--- src/jog_io_pkg.sv ---
// shared constants for the local jog mode i/o switch
package jog_io_pkg;
    // ****************************************
    // register map
    // ****************************************
    localparam logic [7:0] ADDR_CTRL = 8'h00;
    localparam logic [7:0] ADDR_MP_FUNC = 8'h04;
    localparam logic [7:0] ADDR_STAT_SEL = 8'h08;
    localparam logic [7:0] ADDR_RAMP_EN = 8'h0C;
    localparam logic [7:0] ADDR_STATE = 8'h10;
    // ****************************************
    // field layout
    // ****************************************
    localparam int CTRL_PERMIT_GATE_BIT = 0;
    localparam int CTRL_SIX_AXIS_BIT = 1;
    localparam int MP_FUNC_W = 2;
    localparam int STAT_SEL_W = 5;
    localparam int STAT_AXIS_W = 3;
    localparam int NUM_AXES = 12;
    localparam int GROUP_AXES = 6;
    localparam int NUM_MP = 4;
    localparam int NUM_STAT_OUT = 4;
    localparam int STAT_SIGS = 4;
    localparam int SYNC_W = 9;
    // ****************************************
    // encodings and reset values
    // ****************************************
    localparam logic [1:0] MP_FN_NONE = 2'h0;
    localparam logic [1:0] MP_FN_SENSOR = 2'h1;
    localparam logic [1:0] MP_FN_SYNC = 2'h2;
    localparam logic [1:0] CTRL_RST = 2'h0;
    localparam logic [7:0] MP_FUNC_RST = 8'h00;
    // per output {signal[1:0], axis[2:0]}; signal 0 is counter interrupt
    localparam logic [19:0] STAT_SEL_RST = 20'h08020;
    localparam logic [11:0] RAMP_EN_RST = 12'h000;
    localparam logic [3:0] NO_AXIS = 4'hF;
    typedef enum logic {MODE_BUS, MODE_JOG} mode_t;
endpackage : jog_io_pkg

--- src/sync_stage.sv ---
// two flip-flop synchroniser for a group of level inputs
`timescale 1ns/1ps
module sync_stage #(
    parameter int W = 1,
    parameter logic [W-1:0] RST_VAL = '0
) (
    input wire logic i_sys_clk,
    input wire logic i_rst_n,
    input wire logic [W-1:0] i_d,
    output logic [W-1:0] o_q
);
    logic [W-1:0] meta_r;
    logic [W-1:0] q_r;

    // the first stage feeds the second stage only
    always_ff @(posedge i_sys_clk) begin
        if (!i_rst_n) begin
            meta_r <= RST_VAL;
            q_r <= RST_VAL;
        end else begin
            meta_r <= i_d;
            q_r <= meta_r;
        end
    end

    assign o_q = q_r;
endmodule : sync_stage

--- src/local_jog_mode_io_switch.sv ---
// special-purpose i/o switch: bus mode and local jog mode
//
// Notes on behaviour
// - select low enters local jog mode
// - select high returns to bus mode
// - device drives the jog permit output
// - permit high only after gating command
// - each multipurpose input: sensor or sync start
// - multipurpose inputs have no function after reset
// - jog mode: multipurpose inputs select jog axis
// - their functions off in jog mode
// - six-axis: upper select lines unused in bus
// - jog plus/minus drive only in jog mode
// - speed inputs are sensors of jog axis
// - ramp function: speed inputs give up/down/const
// - status outputs show chosen axis status
// - first status output resets to axis0 interrupt
// - second status output resets to axis1 interrupt
// - fixed input polarity, no filter setting
// - emergency stop halts every axis pulse
// - group-two stop halts second group only
`timescale 1ns/1ps
module local_jog_mode_io_switch
    import jog_io_pkg::*;
(
    input wire logic i_sys_clk,
    input wire logic i_rst_n,
    input wire logic [7:0] i_addr,
    input wire logic [31:0] i_wdata,
    input wire logic i_wr,
    input wire logic i_rd,
    output logic [31:0] o_rdata,
    input wire logic i_local_jog_select_n,
    input wire logic i_jog_plus_command_n,
    input wire logic i_jog_minus_command_n,
    input wire logic i_speed_command_0_n,
    input wire logic i_speed_command_1_n,
    input wire logic [NUM_MP-1:0] i_multipurpose_input_n,
    input wire logic i_emergency_stop_all_n,
    input wire logic i_emergency_stop_group_two_n,
    input wire logic i_group_axis_reset_in_n,
    input wire logic [NUM_AXES*STAT_SIGS-1:0] i_axis_status,
    output logic o_jog_mode,
    output logic o_jog_permit_out,
    output logic [3:0] o_jog_axis,
    output logic o_jog_plus,
    output logic o_jog_minus,
    output logic [1:0] o_jog_sensor,
    output logic o_ramp_up,
    output logic o_ramp_down,
    output logic o_ramp_const,
    output logic [NUM_MP-1:0] o_mp_sensor,
    output logic [NUM_MP-1:0] o_mp_sync_start,
    output logic [NUM_STAT_OUT-1:0] o_status_output,
    output logic [NUM_AXES-1:0] o_pulse_stop,
    output logic o_group_axis_reset
);
    // ****************************************
    // registers
    // ****************************************
    logic [1:0] ctrl_r;
    logic [1:0] ctrl_nxt;
    logic [7:0] mp_func_r;
    logic [7:0] mp_func_nxt;
    logic [19:0] stat_sel_r;
    logic [19:0] stat_sel_nxt;
    logic [11:0] ramp_en_r;
    logic [11:0] ramp_en_nxt;
    logic [31:0] rdata_r;
    logic [31:0] rdata_nxt;
    mode_t mode_r;
    mode_t mode_nxt;

    // ****************************************
    // input synchronisers
    // ****************************************
    // pins are active low and fixed; no polarity or filter register exists
    // the idle level of all synchronised pins is high
    logic [SYNC_W-1:0] raw_n;
    logic [SYNC_W-1:0] syn_n;
    assign raw_n = {i_multipurpose_input_n, i_speed_command_1_n, i_speed_command_0_n,
                    i_jog_minus_command_n, i_jog_plus_command_n, i_local_jog_select_n};

    sync_stage #(
        .W(SYNC_W),
        .RST_VAL({SYNC_W{1'b1}})
    ) u_sync (
        .i_sys_clk(i_sys_clk),
        .i_rst_n(i_rst_n),
        .i_d(raw_n),
        .o_q(syn_n)
    );

    wire select_act = ~syn_n[0];
    wire plus_act = ~syn_n[1];
    wire minus_act = ~syn_n[2];
    wire ss0_act = ~syn_n[3];
    wire ss1_act = ~syn_n[4];
    wire [NUM_MP-1:0] mp_act = ~syn_n[8:5];

    // ****************************************
    // register bus decode
    // ****************************************
    wire wr_ctrl = i_wr && (i_addr == ADDR_CTRL);
    wire wr_mp = i_wr && (i_addr == ADDR_MP_FUNC);
    wire wr_stat = i_wr && (i_addr == ADDR_STAT_SEL);
    wire wr_ramp = i_wr && (i_addr == ADDR_RAMP_EN);
    wire permit_gate = ctrl_r[CTRL_PERMIT_GATE_BIT];
    wire six_axis = ctrl_r[CTRL_SIX_AXIS_BIT];

    assign ctrl_nxt = wr_ctrl ? i_wdata[1:0] : ctrl_r;
    assign mp_func_nxt = wr_mp ? i_wdata[7:0] : mp_func_r;
    assign stat_sel_nxt = wr_stat ? i_wdata[19:0] : stat_sel_r;
    assign ramp_en_nxt = wr_ramp ? i_wdata[11:0] : ramp_en_r;

    // ****************************************
    // mode switch
    // ****************************************
    // the mode follows the clean synchronised select, one edge per change
    assign mode_nxt = select_act ? MODE_JOG : MODE_BUS;
    wire jog = (mode_r == MODE_JOG);

    // ****************************************
    // axis select and jog commands
    // ****************************************
    // bus mode ignores upper lines on the six-axis board; in jog all four combine
    wire [3:0] sel_code = mp_act;
    wire axis_ok = six_axis ? (sel_code < 4'(GROUP_AXES)) : (sel_code < 4'(NUM_AXES));
    wire [3:0] axis_nxt = (jog && axis_ok) ? sel_code : NO_AXIS;
    wire axis_valid = (axis_nxt != NO_AXIS);
    wire ramp_fn = axis_valid && ramp_en_r[axis_nxt];

    // both directions together cancel, so no drive starts on a shorted switch
    wire plus_nxt = axis_valid && plus_act && !minus_act;
    wire minus_nxt = axis_valid && minus_act && !plus_act;
    wire [1:0] jsens_nxt = axis_valid ? {ss1_act, ss0_act} : 2'h0;
    wire up_nxt = ramp_fn && ss0_act && !ss1_act;
    wire down_nxt = ramp_fn && ss1_act && !ss0_act;
    wire const_nxt = ramp_fn && (ss0_act == ss1_act);

    // ****************************************
    // multipurpose input functions
    // ****************************************
    logic [NUM_MP-1:0] mps_nxt;
    logic [NUM_MP-1:0] mpy_nxt;
    logic [1:0] fn [NUM_MP];
    always_comb begin
        for (int k = 0; k < NUM_MP; k++) begin
            fn[k] = mp_func_r[k*MP_FUNC_W +: MP_FUNC_W];
            // upper lines have no bus-mode function on the six-axis board
            mps_nxt[k] = !jog && mp_act[k] && (fn[k] == MP_FN_SENSOR)
                         && !(six_axis && k >= 2);
            mpy_nxt[k] = !jog && mp_act[k] && (fn[k] == MP_FN_SYNC)
                         && !(six_axis && k >= 2);
        end
    end

    // ****************************************
    // status output routing
    // ****************************************
    logic [NUM_STAT_OUT-1:0] stat_nxt;
    logic [4:0] sel [NUM_STAT_OUT];
    logic [5:0] idx [NUM_STAT_OUT];
    always_comb begin
        for (int k = 0; k < NUM_STAT_OUT; k++) begin
            sel[k] = stat_sel_r[k*STAT_SEL_W +: STAT_SEL_W];
            // outputs 0,1 serve group one, outputs 2,3 group two
            idx[k] = 6'((k / 2) * GROUP_AXES * STAT_SIGS)
                     + 6'(sel[k][2:0] * STAT_SIGS) + 6'(sel[k][4:3]);
            stat_nxt[k] = (sel[k][2:0] < 3'(GROUP_AXES)) && i_axis_status[idx[k]];
            if (six_axis && k >= 2) begin
                stat_nxt[k] = 1'b0;
            end
        end
    end

    // ****************************************
    // emergency stops
    // ****************************************
    // stops skip the synchroniser so pulses halt one edge after the pin
    wire stop_all = ~i_emergency_stop_all_n;
    wire stop_two = ~i_emergency_stop_group_two_n && !six_axis;
    wire [NUM_AXES-1:0] stop_nxt = {{GROUP_AXES{stop_all | stop_two}},
                                    {GROUP_AXES{stop_all}}};

    // ****************************************
    // read data
    // ****************************************
    wire [31:0] state_word = {16'h0000, 3'h0, o_pulse_stop[0], o_pulse_stop[NUM_AXES-1],
                              o_ramp_up, o_ramp_down, o_ramp_const,
                              o_jog_axis, o_jog_minus, o_jog_plus,
                              o_jog_permit_out, o_jog_mode};
    // unmapped addresses read as zero
    assign rdata_nxt = !i_rd ? 32'h0 :
                       (i_addr == ADDR_CTRL) ? {30'h0, ctrl_r} :
                       (i_addr == ADDR_MP_FUNC) ? {24'h0, mp_func_r} :
                       (i_addr == ADDR_STAT_SEL) ? {12'h0, stat_sel_r} :
                       (i_addr == ADDR_RAMP_EN) ? {20'h0, ramp_en_r} :
                       (i_addr == ADDR_STATE) ? state_word : 32'h0;

    // ****************************************
    // state update
    // ****************************************
    always_ff @(posedge i_sys_clk) begin
        if (!i_rst_n) begin
            ctrl_r <= CTRL_RST;
            mp_func_r <= MP_FUNC_RST;
            stat_sel_r <= STAT_SEL_RST;
            ramp_en_r <= RAMP_EN_RST;
            rdata_r <= 32'h0;
            mode_r <= MODE_BUS;
        end else begin
            ctrl_r <= ctrl_nxt;
            mp_func_r <= mp_func_nxt;
            stat_sel_r <= stat_sel_nxt;
            ramp_en_r <= ramp_en_nxt;
            rdata_r <= rdata_nxt;
            mode_r <= mode_nxt;
        end
    end

    always_ff @(posedge i_sys_clk) begin
        if (!i_rst_n) begin
            o_jog_mode <= 1'b0;
            o_jog_permit_out <= 1'b0;
            o_jog_axis <= NO_AXIS;
            o_jog_plus <= 1'b0;
            o_jog_minus <= 1'b0;
            o_jog_sensor <= 2'h0;
            o_ramp_up <= 1'b0;
            o_ramp_down <= 1'b0;
            o_ramp_const <= 1'b0;
        end else begin
            o_jog_mode <= jog;
            o_jog_permit_out <= permit_gate;
            o_jog_axis <= axis_nxt;
            o_jog_plus <= plus_nxt;
            o_jog_minus <= minus_nxt;
            o_jog_sensor <= jsens_nxt;
            o_ramp_up <= up_nxt;
            o_ramp_down <= down_nxt;
            o_ramp_const <= const_nxt;
        end
    end

    always_ff @(posedge i_sys_clk) begin
        if (!i_rst_n) begin
            o_mp_sensor <= '0;
            o_mp_sync_start <= '0;
            o_status_output <= '0;
            o_pulse_stop <= '0;
            o_group_axis_reset <= 1'b0;
        end else begin
            o_mp_sensor <= mps_nxt;
            o_mp_sync_start <= mpy_nxt;
            o_status_output <= stat_nxt;
            o_pulse_stop <= stop_nxt;
            o_group_axis_reset <= ~i_group_axis_reset_in_n;
        end
    end

    assign o_rdata = rdata_r;
endmodule : local_jog_mode_io_switch

--- config.mk ---
export PLATFORM = sky130hd
export DESIGN_NAME = local_jog_mode_io_switch
export DESIGN_NICKNAME = d
export VERILOG_FILES = /design/src/jog_io_pkg.sv /design/src/sync_stage.sv /design/src/local_jog_mode_io_switch.sv
export SDC_FILE = /design/constraint.sdc
export NUM_CORES = 1
export LEC_CHECK = 0
export ABC_AREA = 1
export ABC_CLOCK_PERIOD_IN_PS = 2100
export BUFFER_PORTS_ARGS = -buffer_cell sky130_fd_sc_hd__clkbuf_2
export CELL_PAD_IN_SITES_DETAIL_PLACEMENT = 1
export CELL_PAD_IN_SITES_GLOBAL_PLACEMENT = 2
export CORE_MARGIN = 10
export CORE_UTILIZATION = 27
export DETAILED_ROUTE_END_ITERATION = 8
export HOLD_SLACK_MARGIN = 0.03
export PLACE_DENSITY = 0.83
export SETUP_SLACK_MARGIN = 0.1
export SYNTH_ARGS = -nofsm -noshare
export SYNTH_HDL_FRONTEND = slang
export SYNTH_HIERARCHICAL = 1
export SYNTH_SLANG_ARGS = --single-unit
--- constraint.sdc ---
create_clock -name i_sys_clk -period 2.1 [get_ports i_sys_clk]
set_clock_uncertainty 0.1 [all_clocks]
set_input_delay 0.315 -clock i_sys_clk [delete_from_list [all_inputs] [get_ports i_sys_clk]]
set_output_delay 0.315 -clock i_sys_clk [all_outputs]
set_load 0.1 [all_outputs]
Word-level counts from Yosys, hierarchy flattened
Cells that the tools add are included.
{"block": "totals", "register_bits": 126, "output_inout_bits": 70, "inputBits": 104, "word_cells": 131}
{"block": "op_classes", "n_eq_ne": 14, "add_sub_neg": 6, "n_bitwise": 11, "n_reduce_logical": 45, "mux": 18, "n_lt_le_gt_ge": 11}
{"operator": "$logic_and 1x1->1", "n": 36}
{"operator": "$lt 6x7->1 const B", "n": 4}
{"operator": "$mux 13", "n": 2}
{"operator": "$bmux 1 s6", "n": 4}
{"operator": "$mux 20", "n": 1}
{"operator": "$eq 8x4->1 const B", "n": 2}
{"operator": "$add 5x2->6", "n": 2}
{"operator": "$add 5x5->6 const A", "n": 2}
{"operator": "$add 6x2->6", "n": 2}
{"operator": "$lt 3x3->1 const B", "n": 4}
{"operator": "$not 1->1", "n": 9}
{"operator": "$eq 2x1->1 const B", "n": 4}
{"operator": "$eq 2x2->1 const B", "n": 4}
{"operator": "$eq 8x3->1 const B", "n": 1}
{"operator": "$eq 8x5->1 const B", "n": 1}
{"operator": "$logic_not 8->1", "n": 1}
{"operator": "$mux 8", "n": 1}
{"operator": "$mux 1", "n": 7}
{"operator": "$reduce_or 6->1", "n": 1}
{"operator": "$lt 4x5->1 const B", "n": 1}
{"operator": "$bmux 1 s4", "n": 1}
{"operator": "$lt 4x3->1 const B", "n": 1}
{"operator": "$lt 4x4->1 const B", "n": 1}
{"operator": "$mux 4", "n": 1}
{"operator": "other kinds (10)", "n": 12}

Depth between registers and ports, before layout
{"block": "logic_depth", "word_depth": 10, "mapped_depth": 11, "mapped_depth_nobuf": 11}

Hierarchy
The synthesis kept the hierarchy.
{"mod": "local_jog_mode_io_switch", "seq_area_each_um2": 1821.7, "area_per_inst_um2": 4971.0, "cells_each": 753, "n_inst": 1}
{"mod": "sync_stage", "seq_area_each_um2": 360.3, "area_per_inst_um2": 521.8, "cells_each": 56, "n_inst": 1}

Least setup slack after synthesis
Ideal clock, no wire load.
{"block": "synth_timing", "kind": "register to output", "start": "reg, netlist name o_pulse_stop[6]", "end": "out o_pulse_stop[10]", "n_path_buf": 1, "t_arrival_ns": 1.445, "required_ns": 1.685, "path_slack_ns": 0.240, "stages_incl_launch_ff": 2, "path_cell_list": "dfxtp_1 > buf_4"}
{"element": "end: declaration", "line": "local_jog_mode_io_switch.sv:55", "rtl": "output logic [NUM_AXES-1:0] o_pulse_stop,"}
No word-level cell between the ends.

Worst setup path in the final report
{"block": "layout_timing", "start": "reg stat_sel_r[13]", "end": "reg o_status_output[2]"}
{"block": "layout_between", "elab_chain_len": 4}
{"element": "start: declaration", "line": "local_jog_mode_io_switch.sv:65", "rtl": "logic [19:0] stat_sel_r;"}
{"element": "start signal: assignment", "line": "local_jog_mode_io_switch.sv:215", "rtl": "stat_sel_r <= stat_sel_nxt;"}
{"element": "$add 6x2->6", "line": "local_jog_mode_io_switch.sv:169", "rtl": "+ 6'(sel[k][2:0] * STAT_SIGS) + 6'(sel[k][4:3]);"}
{"element": "$bmux 1 s6", "line": "local_jog_mode_io_switch.sv:170", "rtl": "stat_nxt[k] = (sel[k][2:0] < 3'(GROUP_AXES)) && i_axis_status[idx[k]];"}
{"element": "$mux 1 (implied by the code)", "line": "local_jog_mode_io_switch.sv:170"}
{"element": "$logic_and 1x1->1", "line": "local_jog_mode_io_switch.sv:170"}
{"element": "end signal: assignment", "line": "local_jog_mode_io_switch.sv:256", "rtl": "o_status_output <= stat_nxt;"}
{"element": "end: declaration", "line": "local_jog_mode_io_switch.sv:54", "rtl": "output logic [NUM_STAT_OUT-1:0] o_status_output,"}
No other way between the ends. The select of a mux whose other input is x is not followed.
A chain may end at the register's enable or synchronous reset.

==> summary.md <==
| Metric | Value |
|---|---|
| Clock network power share | `0.375` |
| Row count | `52` |
| Combinational power share | `0.143` |
| Share of cells above drive strength 1 | `0.217` |
| WL/cell | `16.6 um` |
| Reg-to-Reg End | `o_status_output[2]$_SDFF_PP0_` |
| Post-layout min period | `1.72 ns` |
| Tightest hold margin | `0.0343 ns` |
| Grt total ovfl | `0` |
| DP Wirelength | `16.3 mm` |
| Fin. Hold Viols | `0` |
| Crit. End Element | `flip-flop` |
| Pint | `3.06 mW` |
| Rel. slew slack | `0.612` |
| Post-route cell area | `6820 um2` |
| GP Congestion | `0.837` |
| Largest net degree at the start of global routing | `52` |
| # setup viols final | `0` |
| Crit path cell chain | `inv_1, nand2_1, nand3_1, nand3_1, nand2_1, nand2_1, nand3_1, nand3_1, a21oi_1` |
| Synth Cell Area | `5490 um2` |
| Most frequent cell after synthesis | `nand2_1` |
| Vias in the first global route | `6019` |
| Peak Freq | `582 MHz` |
| IO buf count | `149` |
| CP max stage cell | `inv_1` |
| RSZ-0062 raised after global routing | `false` |
| Static leakage | `3.16 nW` |
| Clk buf depth | `2` |
| Synth-to-Final Area Change | `24.1%` |
| Hold endpoint | `u_sync/meta_r[7]$_SDFF_PN1_` |
| Max_cap viols | `0` |
| Ports | `174` |
| Register Area | `2180 um2` |
| Worst hold start | `i_multipurpose_input_n[2]` |
| Least-Margin Pin Slew | `0.585 ns` |
| DR vias | `5703` |
| First-pass DRT Iterations | `4` |
| Seq/Total Area, Yosys | `0.397` |
| Die Wd | `163 um` |
| Worst setup margin | `0.381 ns` |
| Top post-synthesis cells by count | `nand2_1, dfxtp_1, inv_1` |
| Final period util | `0.819` |
| Netlist cell types | `35` |
| Starting DRT DRC Count | `271` |
| Die height | `163 um` |
| Buf/Inv on CP | `1` |
| Total CTS buffers | `9` |
| Worst min path class | `input pin to flip-flop` |
| WL final | `20.4 mm` |
| Post-Place Cell Area | `6450 um2` |
| Net Sw Frac | `0.300` |
| Post-CTS setup buffer count | `0` |
| Post-Synthesis Cells | `809` |
| Ant. Diodes | `0` |
| Crit path required time | `2.28 ns` |
| Seq pwr share | `0.482` |
| Filler cells | `2608` |
| Critical path class | `flip-flop to flip-flop` |
| Pwr dens | `642 nW/um2` |
| Clk pin slew, worst setup/hold paths | `0.08 ns` |
| Initial antenna violation count | `0` |
| Worst reg2reg path depth | `9` |
| Share of the synthesized area in the top cell type | `0.397` |
| Worst Hold Path Cells | `3` |
| Reg-to-reg setup timing slack | `0.38 ns` |
| Arr. time, crit path | `1.90 ns` |
| Area taken by multi-input logic gates | `2620 um2` |
| First-pass GRT wire length | `32.2 mm` |
| Status | `completed` |
| Synth area leaders | `dfxtp_1, nand2_1, nand3_1` |
| Crit-path most repeated cell | `nand3_1` |
| Sw power | `1.31 mW` |
| Dominant cell type by area after synthesis | `dfxtp_1` |
| Post-synth EDFFs | `0` |
| Post-route ant nets | `0` |
| Syn Area/Cell | `6.79 um2` |
| Clock Latency Late Sink | `0.35 ns` |
| Worst-path maximum fanout | `16` |
| Top delay family on crit path | `simple AND/OR/NAND/NOR gates` |
| CTS tree | `yes` |
| Root Buffer Master | `clkbuf_16` |
| Post-synth ARST share | `0` |
| All-layer global routing usage | `0.151` |
| Total Die Area | `26400 um2` |
| Core area | `20100 um2` |
| Launching point of the worst reg2reg path | `stat_sel_r[13]$_SDFFE_PN0P_` |
| Vias per cell | `4.66` |
| Peak VDD IR | `0.000331 V` |
| DRC violations left | `0` |
| Post-route setup TNS | `0 ns` |
| Nets | `1057` |
| Pins Over Slew Limit | `0` |
| Final Total Pwr | `4.38 mW` |
| Clock sink count | `109` |
| Main synth FF type | `dfxtp_1` |
| Htree depth | `3` |
| CP startpoint kind | `flip-flop` |
| #FFs+latches synth | `109` |
| Slowest stage delay, CP | `0.42 ns` |
| Yosys warns | `6` |
| Initial core utilization | `0.273` |
| Dpl ws | `0.180 ns` |
state kept, by name, summed over array words and instances (netlist names), 2 cells and up:
signal	flops
o_mp_sync_start	4
ctrl_r	2
o_jog_sensor	2
o_mp_sensor	4
o_jog_axis	4
stat_sel_r	20
u_sync/meta_r	9
u_sync/o_q	9
o_pulse_stop	2
o_rdata	20
o_status_output	4
ramp_en_r	12
mp_func_r	8
cell usage in the layout (no fill, tap or decap), drive strengths merged:
cell         Yosys  layout
nand2          183     183
clkbuf          24     158
inv            106     110
dfxtp          109     109
nand3           91      91
o21ai           75      75
a21oi           70      70
nor2            52      52
buf             36      23
o211ai          15      15
a211oi          12      12
conb             1      12
nor4             7       7
dlygate4sd3      0       6
nand4            6       6
a31oi            4       4
ha               4       4
clkinv           2       4
or2              3       3
o22ai            3       3
nor3             2       2
a41oi            1       1
nand3b           1       1
o2111ai          1       1
a21o             1       1
clkinvlp         0       1
layout make-up:
type | count | share of cell area
sequential | 109 | 0.320
inverter | 108 | 0.0595
tap | 270 | 0.0496
clock inverter | 7 | 0.00826
clock buffer | 9 | 0.0330
multi-input combinational | 543 | 0.384
timing repair buffer | 178 | 0.145
timing repair:
item / CTS / global route
endpoints found under the setup margin: 0 / 1
resized for setup: 0 / 4
hold endpoints to repair: 6 / 0
hold buffers: 6 / 0
metal layers:
layer	vias up	track usage	wire [um]
met5	-	0	0
met4	0	0.0324	219
met3	17	0.0397	1330
met2	127	0.257	9670
met1	2663	0.187	9150
li1	2896	-	-
worst reg2reg max path: stages (launching register included):
cell and delay [ns]:
dfxtp_1 0.31, inv_1 0.42, nand2_1 0.12, nand3_1 0.10
nand3_1 0.10, nand2_1 0.11, nand2_1 0.07, nand3_1 0.08
nand3_1 0.07, a21oi_1 0.16
how the worst max path moves through the flow:
| stage | from | end | slack [ns] | cells after the start |
|---|---|---|---|---|
| floorplan | o_pulse_stop[6]$_SDFF_PN0_ | o_pulse_stop[10] | 0.24 | 1 |
| detailed placement | i_addr[5] | ramp_en_r[2]$_SDFFE_PN0P_ | 0.18 | 9 |
| CTS | jog$_SDFF_PN0_ | o_ramp_down$_SDFF_PN0_ | 0.30 | 8 |
| global route | jog$_SDFF_PN0_ | o_ramp_down$_SDFF_PN0_ | 0.16 | 7 |
| global placement | i_addr[5] | stat_sel_r[14]$_SDFFE_PN0P_ | 0.23 | 9 |
| finish | stat_sel_r[13]$_SDFFE_PN0P_ | o_status_output[2]$_SDFF_PP0_ | 0.38 | 9 |
logic make-up (layout without fill, tap and decap cells):
logic type	Yosys count	count (layout)	synth area share
buffers and inverters	168	302	0.137
other	1	12	0.000683
adders and majority gates	4	4	0.00911
AOI/OAI and AO/OA	182	182	0.182
DFF	109	109	0.397
and+or+nand+nor	345	345	0.273
metrics by stage:
| step | util | std cells |
|---|---|---|
| finish | 0.339 | 1224 |
| global route | 0.339 | 1224 |
| CTS | 0.338 | 1224 |
| detailed placement | 0.321 | 1202 |
| global placement | 0.321 | 1202 |
| floorplan | - | 820 |
power by group through the flow:
stage          clock (mW)  combinational (mW)  sequential [mW]
3_5_place_dp            0               0.616             2.16
3_3_place_gp            0               0.612             2.16
5_1_grt              1.77               0.675             2.11
6_report             1.64               0.624             2.11
4_1_cts              1.68               0.627             2.11
2_1_floorplan           0               0.379             2.23
Power figures use the tool's default switching activity.
